<file path="config.mk">
export PLATFORM = sky130hd
export DESIGN_NAME = agp_ports
export DESIGN_NICKNAME = d
export VERILOG_FILES = /design/src/hdl/agp_pkg.sv /design/src/hdl/agp_ports.sv
export SDC_FILE = /design/constraint.sdc
export NUM_CORES = 1
export LEC_CHECK = 0
export BUFFER_PORTS_ARGS = -buffer_cell sky130_fd_sc_hd__buf_2
export CAP_MARGIN = 30
export CELL_PAD_IN_SITES_DETAIL_PLACEMENT = 1
export CELL_PAD_IN_SITES_GLOBAL_PLACEMENT = 2
export CORE_AREA = 3 3 144 146
export DETAILED_ROUTE_END_ITERATION = 7
export DIE_AREA = 0 0 147 149
export PLACE_DENSITY = 0.77
export SLEW_MARGIN = 40
export SYNTH_ARGS = -nofsm -noshare
export SYNTH_HDL_FRONTEND = slang
export SYNTH_SLANG_ARGS = --single-unit
</file>
<file path="constraint.sdc">
create_clock -name ref_clk_in -period 1.7 [get_ports ref_clk_in]
set_clock_uncertainty 0.15 [all_clocks]
set_input_delay 0.255 -clock ref_clk_in [delete_from_list [all_inputs] [get_ports ref_clk_in]]
set_output_delay 0.255 -clock ref_clk_in [all_outputs]
set_load 0.03 [all_outputs]
</file>
<file path="src/hdl/agp_pkg.sv">
// Constants, register map and carrier types of the shared GPIO ports
package agp_pkg;

   // ------------------------------------------------------------------
   // Widths
   // ------------------------------------------------------------------
   localparam int ADDR_W = 13;
   localparam int DATA_W = 8;
   localparam int NUM_OD = 2;

   // ------------------------------------------------------------------
   // Register addresses
   // ------------------------------------------------------------------
   localparam logic [ADDR_W-1:0] MIX_LATCH_ADDR  = 13'h0007;
   localparam logic [ADDR_W-1:0] MIX_DIR_ADDR    = 13'h1f8d;
   localparam logic [ADDR_W-1:0] CONV_CTRL_ADDR  = 13'h1f90;
   localparam logic [ADDR_W-1:0] DEBUG_CTRL_ADDR = 13'h1f91;
   // Index 0 is open-drain port A, index 1 is port B
   localparam logic [NUM_OD-1:0][ADDR_W-1:0] OD_LATCH_ADDR =
      {13'h0009, 13'h0008};
   localparam logic [NUM_OD-1:0][ADDR_W-1:0] OD_ODE_ADDR =
      {13'h1f87, 13'h1f86};
   localparam logic [NUM_OD-1:0][ADDR_W-1:0] OD_DIR_ADDR =
      {13'h1f8f, 13'h1f8e};

   // ------------------------------------------------------------------
   // Field layout
   // ------------------------------------------------------------------
   localparam int CHAN_LSB      = 0;
   localparam int CHAN_W        = 4;
   localparam int CONV_DIS_BIT  = 4;
   localparam int DEBUG_EN_BIT  = 0;
   localparam int DEBUG_PIN     = 7;
   localparam int MIX_CHAN_BASE = 8;

   // ------------------------------------------------------------------
   // Reset values
   // ------------------------------------------------------------------
   localparam logic [DATA_W-1:0] PORT_RST      = 8'h00;
   localparam logic [DATA_W-1:0] READ_IDLE     = 8'h00;
   localparam logic [CHAN_W-1:0] CHAN_RST      = 4'h0;

   // ------------------------------------------------------------------
   // Carrier types
   // ------------------------------------------------------------------
   typedef struct packed {
      logic [DATA_W-1:0] latch;
      logic [DATA_W-1:0] dir;
      logic [DATA_W-1:0] ode;
   } agp_od_regs_t;

   typedef struct packed {
      logic [DATA_W-1:0] out;
      logic [DATA_W-1:0] oe;
   } agp_pin_drv_t;

endpackage : agp_pkg

</file>
<file path="src/hdl/agp_ports.sv">
// Analog-shared port and two open-drain-capable GPIO ports
//
// Functional notes
// - Reset: mixed dir, latch clear, conversion disabled
// - Direction 1 drives latch regardless of converter
// - Clear bits, then enable converter; conversion starts
// - Channel field alone picks converted pin
// - Input bit with latch 0 reads 0
// - Read-modify-write reads latch on output bits, pin gated by latch on inputs, rewrites all latches
// - Reset: port A dir and latch clear
// - Port A bits follow own direction bit
// - Port A drain select, resets to tri-state
// - Reset: port B dir and latch clear
// - Port B bits follow own direction bit
// - Port B drain select, resets to tri-state
// - Open-drain RMW reads latch, else pin
//
// The address-and-strobe port was left to the implementer.
`timescale 1ns/1ps

module agp_ports
(
   input  wire logic                          ref_clk_in,     // Clock
   input  wire logic                          sys_rst_in,     // Sync reset
   input  wire logic [agp_pkg::ADDR_W-1:0]    reg_addr_in,    // Address
   input  wire logic [agp_pkg::DATA_W-1:0]    reg_wdata_in,   // Write data
   input  wire logic                          reg_wr_in,      // Write strobe
   input  wire logic                          reg_rd_in,      // Read strobe
   input  wire logic                          reg_rmw_in,     // Read is RMW
   output logic [agp_pkg::DATA_W-1:0]         reg_rdata_out,  // Read data
   input  wire logic [agp_pkg::DATA_W-1:0]    mix_pin_in,     // Mixed pins
   output logic [agp_pkg::DATA_W-1:0]         mix_pin_out,    // Mixed level
   output logic [agp_pkg::DATA_W-1:0]         mix_pin_oe_out, // Mixed enable
   input  wire logic [agp_pkg::NUM_OD-1:0][agp_pkg::DATA_W-1:0]
                                              od_pin_in,      // OD pins
   output logic [agp_pkg::NUM_OD-1:0][agp_pkg::DATA_W-1:0]
                                              od_pin_out,     // OD level
   output logic [agp_pkg::NUM_OD-1:0][agp_pkg::DATA_W-1:0]
                                              od_pin_oe_out,  // OD enable
   input  wire logic                          debug_src_in,   // Debug source
   output logic [agp_pkg::DATA_W-1:0]         analog_sel_out, // Chan select
   output logic                               conv_start_out, // Start pulse
   output logic                               conv_dis_out    // Conv off
);

   // ------------------------------------------------------------------
   // Decode helper
   // ------------------------------------------------------------------
   function automatic logic addr_hit
   (
      input logic                       strobe,
      input logic [agp_pkg::ADDR_W-1:0] addr,
      input logic [agp_pkg::ADDR_W-1:0] target
   );
      addr_hit = strobe && (addr == target);
   endfunction : addr_hit

   // ------------------------------------------------------------------
   // Storage
   // ------------------------------------------------------------------
   logic [agp_pkg::DATA_W-1:0] mix_latch_q;
   logic [agp_pkg::DATA_W-1:0] mix_latch_d;
   logic [agp_pkg::DATA_W-1:0] mix_dir_q;
   logic [agp_pkg::DATA_W-1:0] mix_dir_d;
   logic [agp_pkg::CHAN_W-1:0] chan_q;
   logic [agp_pkg::CHAN_W-1:0] chan_d;
   logic                       conv_dis_q;
   logic                       conv_dis_d;
   logic                       dbg_en_q;
   logic                       dbg_en_d;
   logic                       conv_start_q;
   logic                       conv_start_d;
   logic [agp_pkg::DATA_W-1:0] analog_sel_q;
   logic [agp_pkg::DATA_W-1:0] analog_sel_d;
   logic [agp_pkg::DATA_W-1:0] rdata_q;
   logic [agp_pkg::DATA_W-1:0] rdata_d;
   logic [agp_pkg::DATA_W-1:0] rd_mux;
   agp_pkg::agp_pin_drv_t      mix_drv_q;
   agp_pkg::agp_pin_drv_t      mix_drv_d;
   agp_pkg::agp_od_regs_t      od_q     [agp_pkg::NUM_OD];
   agp_pkg::agp_od_regs_t      od_d     [agp_pkg::NUM_OD];
   agp_pkg::agp_pin_drv_t      od_drv_q [agp_pkg::NUM_OD];
   agp_pkg::agp_pin_drv_t      od_drv_d [agp_pkg::NUM_OD];
   logic [agp_pkg::DATA_W-1:0] od_rd_val [agp_pkg::NUM_OD];
   logic [agp_pkg::DATA_W-1:0] mix_rd_val;
   logic [agp_pkg::DATA_W-1:0] conv_ctrl_val;
   logic [agp_pkg::DATA_W-1:0] dbg_ctrl_val;
   logic                       wr_mix_latch;
   logic                       wr_mix_dir;
   logic                       wr_conv;
   logic                       wr_dbg;

   // ------------------------------------------------------------------
   // Mixed port and converter control
   // ------------------------------------------------------------------

   // Write decode
   assign wr_mix_latch = addr_hit(reg_wr_in, reg_addr_in,
                                  agp_pkg::MIX_LATCH_ADDR);
   assign wr_mix_dir   = addr_hit(reg_wr_in, reg_addr_in,
                                  agp_pkg::MIX_DIR_ADDR);
   assign wr_conv      = addr_hit(reg_wr_in, reg_addr_in,
                                  agp_pkg::CONV_CTRL_ADDR);
   assign wr_dbg       = addr_hit(reg_wr_in, reg_addr_in,
                                  agp_pkg::DEBUG_CTRL_ADDR);

   // Next register values
   assign mix_latch_d = wr_mix_latch ? reg_wdata_in : mix_latch_q;
   assign mix_dir_d   = wr_mix_dir ? reg_wdata_in : mix_dir_q;
   assign chan_d      = wr_conv ?
      reg_wdata_in[agp_pkg::CHAN_LSB +: agp_pkg::CHAN_W] : chan_q;
   assign conv_dis_d  = wr_conv ?
      reg_wdata_in[agp_pkg::CONV_DIS_BIT] : conv_dis_q;
   assign dbg_en_d    = wr_dbg ?
      reg_wdata_in[agp_pkg::DEBUG_EN_BIT] : dbg_en_q;

   // Start pulse when the converter is switched on
   assign conv_start_d = conv_dis_q & ~conv_dis_d;

   // Pin drive: direction 1 drives the latch, debug gated on bit 7
   always_comb
   begin
      mix_drv_d.oe  = mix_dir_q;
      mix_drv_d.out = mix_dir_q & mix_latch_q;
      if (dbg_en_q)
      begin
         mix_drv_d.out[agp_pkg::DEBUG_PIN] =
            mix_dir_q[agp_pkg::DEBUG_PIN] &
            mix_latch_q[agp_pkg::DEBUG_PIN] & debug_src_in;
      end
   end

   // Converted pin chosen by channel field only
   generate
      for (genvar i = 0; i < agp_pkg::DATA_W; i++)
      begin : g_sel
         assign analog_sel_d[i] = ~conv_dis_q &
            (chan_q == agp_pkg::CHAN_W'(agp_pkg::MIX_CHAN_BASE + i));
      end
   endgenerate

   // Output bits read latch; input bits read pin gated by latch
   assign mix_rd_val = mix_latch_q & (mix_dir_q | mix_pin_in);

   // Control readback
   always_comb
   begin
      conv_ctrl_val = agp_pkg::READ_IDLE;
      conv_ctrl_val[agp_pkg::CHAN_LSB +: agp_pkg::CHAN_W] = chan_q;
      conv_ctrl_val[agp_pkg::CONV_DIS_BIT] = conv_dis_q;
      dbg_ctrl_val = agp_pkg::READ_IDLE;
      dbg_ctrl_val[agp_pkg::DEBUG_EN_BIT] = dbg_en_q;
   end

   // Mixed port and converter registers
   always_ff @(posedge ref_clk_in)
   begin
      if (sys_rst_in)
      begin
         mix_latch_q  <= agp_pkg::PORT_RST;
         mix_dir_q    <= agp_pkg::PORT_RST;
         chan_q       <= agp_pkg::CHAN_RST;
         conv_dis_q   <= 1'b1;
         dbg_en_q     <= 1'b0;
         conv_start_q <= 1'b0;
         analog_sel_q <= agp_pkg::PORT_RST;
         mix_drv_q    <= '0;
      end
      else
      begin
         mix_latch_q  <= mix_latch_d;
         mix_dir_q    <= mix_dir_d;
         chan_q       <= chan_d;
         conv_dis_q   <= conv_dis_d;
         dbg_en_q     <= dbg_en_d;
         conv_start_q <= conv_start_d;
         analog_sel_q <= analog_sel_d;
         mix_drv_q    <= mix_drv_d;
      end
   end

   // ------------------------------------------------------------------
   // Open-drain-capable ports
   // ------------------------------------------------------------------
   generate
      for (genvar p = 0; p < agp_pkg::NUM_OD; p++)
      begin : g_od
         // Per-port write decode and next values
         assign od_d[p].latch = addr_hit(reg_wr_in, reg_addr_in,
            agp_pkg::OD_LATCH_ADDR[p]) ? reg_wdata_in : od_q[p].latch;
         assign od_d[p].dir   = addr_hit(reg_wr_in, reg_addr_in,
            agp_pkg::OD_DIR_ADDR[p]) ? reg_wdata_in : od_q[p].dir;
         assign od_d[p].ode   = addr_hit(reg_wr_in, reg_addr_in,
            agp_pkg::OD_ODE_ADDR[p]) ? reg_wdata_in : od_q[p].ode;

         // Open-drain releases on 1, tri-state drives both levels
         assign od_drv_d[p].oe  = od_q[p].dir &
            (~od_q[p].ode | ~od_q[p].latch);
         assign od_drv_d[p].out = od_q[p].latch & ~od_q[p].ode;

         // RMW sees latch on open-drain bits, else the pin
         assign od_rd_val[p] = reg_rmw_in ?
            ((od_q[p].ode & od_q[p].latch) |
             (~od_q[p].ode & od_pin_in[p])) : od_pin_in[p];

         // Port registers, all clear on reset
         always_ff @(posedge ref_clk_in)
         begin
            if (sys_rst_in)
            begin
               od_q[p]     <= '0;
               od_drv_q[p] <= '0;
            end
            else
            begin
               od_q[p]     <= od_d[p];
               od_drv_q[p] <= od_drv_d[p];
            end
         end

         assign od_pin_out[p]    = od_drv_q[p].out;
         assign od_pin_oe_out[p] = od_drv_q[p].oe;
      end
   endgenerate

   // ------------------------------------------------------------------
   // Register read path
   // ------------------------------------------------------------------

   // Read select, unmapped reads return zero; input bits read pins, gated by latch on the mixed port
   always_comb
   begin
      rd_mux = agp_pkg::READ_IDLE;
      if (reg_addr_in == agp_pkg::MIX_LATCH_ADDR)
         rd_mux = mix_rd_val;
      else if (reg_addr_in == agp_pkg::MIX_DIR_ADDR)
         rd_mux = mix_dir_q;
      else if (reg_addr_in == agp_pkg::CONV_CTRL_ADDR)
         rd_mux = conv_ctrl_val;
      else if (reg_addr_in == agp_pkg::DEBUG_CTRL_ADDR)
         rd_mux = dbg_ctrl_val;
      else
      begin
         for (int p = 0; p < agp_pkg::NUM_OD; p++)
         begin
            if (reg_addr_in == agp_pkg::OD_LATCH_ADDR[p])
               rd_mux = od_rd_val[p];
            else if (reg_addr_in == agp_pkg::OD_DIR_ADDR[p])
               rd_mux = od_q[p].dir;
            else if (reg_addr_in == agp_pkg::OD_ODE_ADDR[p])
               rd_mux = od_q[p].ode;
         end
      end
   end

   // Data stand only in the cycle after the strobe
   assign rdata_d = reg_rd_in ? rd_mux : agp_pkg::READ_IDLE;

   // Read data register
   always_ff @(posedge ref_clk_in)
   begin
      if (sys_rst_in)
         rdata_q <= agp_pkg::READ_IDLE;
      else
         rdata_q <= rdata_d;
   end

   // ------------------------------------------------------------------
   // Outputs
   // ------------------------------------------------------------------
   assign reg_rdata_out  = rdata_q;
   assign mix_pin_out    = mix_drv_q.out;
   assign mix_pin_oe_out = mix_drv_q.oe;
   assign analog_sel_out = analog_sel_q;
   assign conv_start_out = conv_start_q;
   assign conv_dis_out   = conv_dis_q;

   generate
      for (genvar p = 0; p < agp_pkg::NUM_OD; p++)
      begin : g_od_chk

      end
   endgenerate
endmodule : agp_ports

</file>
==> results.toml, run 1 <==
[timing]
timing.final.crit_share_pct = 97.0
timing_hold_violations_final = 0
post-route-min-period_ns = 1.65
max_slew_margin_pct = 66.4
drv_slew = 0
setup-violations-final = 0
timing_worst_slew_pin_value_ns = 0.498
rsz0062_at_grt = "false"
maxClockFrequency_mhz = 607
setup_slack_ns = 0.0513

[clocking]
cts.path.max_buffers = 2
cts_root_buffer = "clkbuf_16"
numCtsBuffers = 17
clkSlewWorstSetupHoldPaths_ns = 0.06
ctsHtreeMaxLevel = 4
tritoncts = "done"
clkLatencyLatePin_ns = 0.42
postCtsSetupBuffers = 0
clkSinkCount = 135

[routing]
met1Wirelength_um = 9880
wl_met3_um = 1160
route.final.wire_length_um = 21800
avgRoutedWirePerCell_um = 19.6
drt-initial-drc-count = 383
met2WireLength_um = 10300
postRouteAntennaNets = 0
detailedRoute.firstPassIterationCount = 5
avgViaCountPerCell = 5.08
highest_signal_layer = "met4"
drc_errors = 0
dr_total_vias = 5655

[setup_path]
critical_path.max_stage_delay_ns = 0.34
worstSetupPathType = "reg -> reg"
timing.critical_path.from = "od_q[0][5]"
rrSetupSlack_ns = 0.05
end_kind = "flop"
critPathArrivalTime_ns = 1.82
path_cells = "and3_1 > o311a_1 > a22oi_2 > nand3_1 > a21o_1"
critical_path_data_required_time_ns = 1.87
cp_max_fo = 5
startpoint_class = "flop"
reg_to_reg_startpoint = "od_q[0][5]"
cpMaxStageDelayCell = "dfxtp_2"

[run]
maxCapViolations = 0

[grt]
grt_use_total_pct = 20.1
maximum_number_of_pins_on_one_net_before_global_route_repair = 75
globalRoute.totalOverflow = 0
number_of_global_route_vias_before_repair = 6057
grt_first_pass_wirelength_um = 34200
antenna_found_initial = 0

[synthesis]
netlist_instances = 658
yosys-top-cells-count = "dfxtp_1 (135), nand2_1 (97), a21oi_1 (80)"
sequential_fraction_of_the_synthesis_area_pct = 47.7
synth.net_count = 709
yosys_most_used_dff = "dfxtp_1"
synth-edff-count = 0
synth_cell_type_count = 60
synthesized_cell_area_um2 = 5670
yosys.area.top_type = "dfxtp_1"
ff_latch_count_synth = 135
synthArstFlopShare_pct = 0
yosysWarningCount = 0
netlist_top_cells_area = "dfxtp_1 (48%), a21oi_1 (7.1%), nand2_1 (6.4%), nand3_1 (4.9%), mux2i_1 (3.2%)"
yosys.cell_count.top_type = "dfxtp_1"
avgSynthCellArea_um2 = 8.62
netlist.area_leader.share_pct = 47.7

[worst_hold_path]
min-delay-path-class = "in -> reg"
hold_path_startpoint = "mix_pin_in[6]"

[layout]
insertedDiodeCount = 0
synthToLayoutAreaGrowth_pct = 36.9
post-route-util_pct = 39.7
layout-drive-gt1-share_pct = 31.8
stdcell_area_um2 = 7760
final_cell_count_no_fill = 1113
design.final.nets = 886

[power_and_ir_drop]
leakage_nw = 3.20
power.ir.vdd_worst_uv = 870
power.density_nw_per_um2 = 934

[place]
pre_cts_ws_ns = -0.354
post-place-cells = 1080
gp_congestion = 0.944
io_buffers = 116
area_post_placement_um2 = 7130
post-dp-hpwl_um = 16500

[die]
die_height_um = 149
pin_count = 117
core.rowCount = 51
start_util_pct = 29.0
die-area_um2 = 21900
die_w_um = 147
placeableCoreArea_um2 = 19500

[outcome]
run_status = "complete, no violations"
stage by stage:
| step | power (mW) | TNS, ns | hold slack (ns) |
|---|---|---|---|
| 2_1_floorplan | 3.41 | -0.108 | 0.184 |
| 3_3_place_gp | 3.61 | -17.13 | 0.295 |
| 3_5_place_dp | 3.62 | -18.39 | 0.304 |
| 4_1_cts | 7.30 | 0 | 0.00951 |
| 5_1_grt | 7.47 | 0 | 0.0337 |
| 6_report | 7.25 | 0 | 0.0171 |
worst max-delay path: cells and delay by family, from the launching register on:
| family | cells | cell delay (ns) |
|---|---|---|
| compound gates | 3 | 0.74 |
| flops | 1 | 0.34 |
| simple gates | 2 | 0.31 |
area by class of cell:
class                   count  area (µm²)
flip-flops and latches    135        2710
multi-input cells         449        2730
clock buffers              20         457
clock inverters            12         128
repair buffers            206        1320
well taps                 265         332
inverters                  26        97.6
fillers                  2381       11800
per-layer routing:
metal / track usage, % / up-vias
met5: 0 / -
met3: 4.95 / 33
met1: 26.2 / 2764
li1: - / 2697
met2: 32.7 / 161
met4: 7.04 / 0
flip-flops by register name, indices dropped and copies added, names as in the netlist:
signal,flops
analog_sel_out,8
chan_q,4
conv_dis_out,1
conv_start_out,1
dbg_en_q,1
mix_dir_q,8
mix_latch_q,8
mix_pin_oe_out,8
mix_pin_out,8
od_drv_q,32
od_q,48
reg_rdata_out,8
final timing paths:
| check | cells after the start | endpoint |
|---|---|---|
| worst min-delay path | 3 | reg_rdata_out[6] |
| worst max register to register | 5 | reg_rdata_out[5] |
| worst max-delay path | 5 | reg_rdata_out[5] |
| worst min register to register | 2 | od_drv_q[1][3] |
kinds of logic after synthesis:
| logic type | after synthesis | synth area share (%) |
|---|---|---|
| buffers and inverters | 74 | 5.45 |
| AND/OR/NAND/NOR | 267 | 24.9 |
| multiplexers | 25 | 4.57 |
| AO/OA/AOI/OAI | 157 | 17.5 |
| flip-flops | 135 | 47.7 |
layout by cell type (no fill, tap or decap), drive strengths merged, types with 3 or more instances in the layout:
| cell | n |
|---|---|
| buf | 205 |
| a32o | 3 |
| a21o | 3 |
| nor4 | 7 |
| nand2 | 97 |
| nor3b | 17 |
| a211oi | 16 |
| and2 | 7 |
| dfxtp | 135 |
| o2111ai | 5 |
| clkinv | 6 |
| inv | 26 |
| o21ai | 16 |
| a21oi | 80 |
| and3 | 5 |
| mux2i | 18 |
| nand2b | 5 |
| nor3 | 6 |
| o22a | 3 |
| nor2 | 37 |
| a22oi | 3 |
| clkinvlp | 4 |
| nand3 | 57 |
| a32oi | 4 |
| o221ai | 4 |
| a31o | 6 |
| mux2 | 7 |
| nor2b | 7 |
| nand4bb | 3 |
| nand4 | 4 |
| clkbuf | 20 |
report_power, final:
part           leakage (nW)  switching (mW)  internal (mW)
Sequential             1.09        0.000119           3.16
Combinational          1.83           0.250          0.142
Clock                 0.278            1.47           2.23
Total                  3.20            1.72           5.53
repair_timing:
item,CTS,global route
hold endpoints to repair,1,0
gates resized for setup,1,9
pin swaps,0,0
setup endpoints to repair,1,8
hold buffers,1,0
No activity file was read; power rests on OpenSTA's default activity.
==> run 2, diff against run 1 <==
--- a/config.mk
+++ b/config.mk
@@ -14,4 +14,5 @@
 export DIE_AREA = 0 0 147 149
 export PLACE_DENSITY = 0.77
+export SKIP_LAST_GASP = 1
 export SLEW_MARGIN = 40
 export SYNTH_ARGS = -nofsm -noshare
==> constraint.sdc (replaced) <==
create_clock -name ref_clk_in -period 1.7 [get_ports ref_clk_in]
set_clock_uncertainty 0.15 [all_clocks]
set_input_delay 0.51 -clock ref_clk_in [delete_from_list [all_inputs] [get_ports ref_clk_in]]
set_output_delay 0.51 -clock ref_clk_in [all_outputs]
set_load 0.03 [all_outputs]
==> run 2 against run 1 <==
  * Highest routed layer unchanged
  * The flow now finishes with violations (setup timing)
  * Cell count up 2.9%
  * Clock power hardly changed
  * Die area stayed put
==> results.toml, run 2 (synthesis results as in run 1) <==
[outcome]
run_status = "complete, but fails checks"
failed_checks = "setup timing"

[grt]
groute.layer.met1.usage_pct = 26.6
grt_first_pass_wirelength_um = 36200
number_of_global_route_vias_before_repair = 6402
maximum_number_of_pins_on_one_net_before_global_route_repair = 28
met3_usage_pct = 4.89
global_route.usage.met2_pct = 36.4
grt-busiest-layer = "met2"
globalRoute.totalOverflow = 0
grt_use_total_pct = 21.4
antenna_found_initial = 0

[layout]
reg_top3 = "od_q (48), od_drv_q (32)"
layout_common_cells = "dfxtp_1 (134), buf_2 (103), buf_4 (82)"
synthToLayoutAreaGrowth_pct = 60.6
layout-drive-gt1-share_pct = 49.2
largest_register_ff_count = 48
final_common_cell = "dfxtp_1"
design.final.nets = 918
insertedDiodeCount = 0
regMostFlops = "od_q"

[routing]
detailedRoute.firstPassIterationCount = 4
drc_errors = 0
dr_total_vias = 5987
postRouteAntennaNets = 0
route.final.wire_length_um = 24200
drt-initial-drc-count = 366
avgViaCountPerCell = 5.23
avgRoutedWirePerCell_um = 21.1

[timing]
post-route-min-period_ns = 1.81
maxClockFrequency_mhz = 552
rsz0062_at_grt = "true"
timing.final.crit_share_pct = 107
timing_worst_slew_pin_value_ns = 0.558
setup-violations-final = 40
setup_slack_ns = -0.112
max_slew_margin_pct = 61.7
drv_slew = 0
timing_hold_violations_final = 0

[clocking]
numCtsBuffers = 17
clkSinkCount = 135
cts.path.max_buffers = 2
postCtsHoldBufs = 0
clkLatencyLatePin_ns = 0.44
cts_root_buffer = "clkbuf_16"
clkSlewWorstSetupHoldPaths_ns = 0.06
tritoncts = "done"
ctsHtreeMaxLevel = 4

[place]
gp_congestion = 0.861
post-dp-hpwl_um = 16900
pre_cts_ws_ns = -0.698
io_buffers = 116

[die]
pin_count = 117
placeableCoreArea_um2 = 19500
core.rowCount = 51
die-area_um2 = 21900
die_w_um = 147
die_height_um = 149
start_util_pct = 29.0

[setup_path]
cell_repeated_most_along_the_worst_path = "buf_4"
critical_path.max_stage_delay_ns = 0.28
worstSetupPathType = "in -> reg"
cpMaxStageDelayCell = "nor4_4"
r2r.worst_path.cells = 6
critPathArrivalTime_ns = 2.03
critical_path_data_required_time_ns = 1.92
end_kind = "flop"
startpoint_class = "input pin"
cp_max_fo = 4
timing.critical_path.depth = 10
cpLargestDelayFamily = "buffers and inverters"
path_buf_inv = 5
path_cells = "buf_8 > buf_6 > nor4_4 > buf_4 > buf_4 > buf_4 > nand4_1 > o22ai_2 > o21ai_1 > a21oi_2"

[run]
maxCapViolations = 0

[power_and_ir_drop]
leakage_nw = 3.62
power.ir.vdd_worst_uv = 683
power.density_nw_per_um2 = 811
totalPowerFinal_mw = 7.38

[worst_hold_path]
min-delay-path-class = "in -> reg"
hold-path-cell-count = 3
## run 2: repair_timing
action	4_1_cts	5_1_grt
gates resized for setup	62	163
pin swaps	29	81
cloned	1	1
buffers inserted	11	15
setup endpoints to repair	71	70
## run 2: area by class of cell
class	instances	area, µm²
Tap cell	265	332
Inverter	26	97.6
Multi-Input combinational cell	449	3480
Clock inverter	15	156
Sequential cell	135	2710
Fill cell	2234	10400
Clock buffer	17	425
Timing Repair Buffer	238	1910
## run 2: worst register-to-register path, cell delays in order (launching register included)
cell and delay (ns):
dfxtp_1 0.32, buf_4 0.14, nand2_1 0.07, mux2i_1 0.37, o22ai_2 0.17, o21ai_1 0.19
a21oi_2 0.08
## run 2: per-stage QoR
step | instance area, µm² | hold slack, ns | utilization (%) | std cells | TNS [ns]
after floorplan | 5900 | 0.272 | - | 658 | -13.16
after global placement | 7330 | 0.303 | 37.5 | 1088 | -35.35
after detailed placement | 7330 | 0.315 | 37.5 | 1088 | -40.21
after CTS | 8280 | 0.204 | 42.4 | 1131 | -0.611
after global routing | 9110 | 0.217 | 46.6 | 1145 | -4.14
final | 9110 | 0.216 | 46.6 | 1145 | -2.30
## run 2: where the power goes
part	switching [mW]	leakage [nW]	total, mW	internal, mW
logic	0.332	2.28	0.565	0.233
registers	0.000118	1.09	3.16	3.16
clock network	1.50	0.260	3.66	2.15
total	1.83	3.62	7.38	5.55
## run 2: layer usage
layer	part of all wire, %	up-vias
met3	4.4	36
li1	-	2757
met5	0	-
met2	50	188
met1	43	3006
met4	2.4	0
## run 2: final timing paths
path | from | to | slack, ns
setup reg to reg | od_q[0][4] | reg_rdata_out[4] | 0.12
hold reg to reg | od_q[1][13] | od_drv_q[1][5] | 0.33
hold / removal | debug_src_in | mix_pin_out[7] | 0.22
setup / recovery | reg_addr_in[5] | reg_rdata_out[4] | -0.11
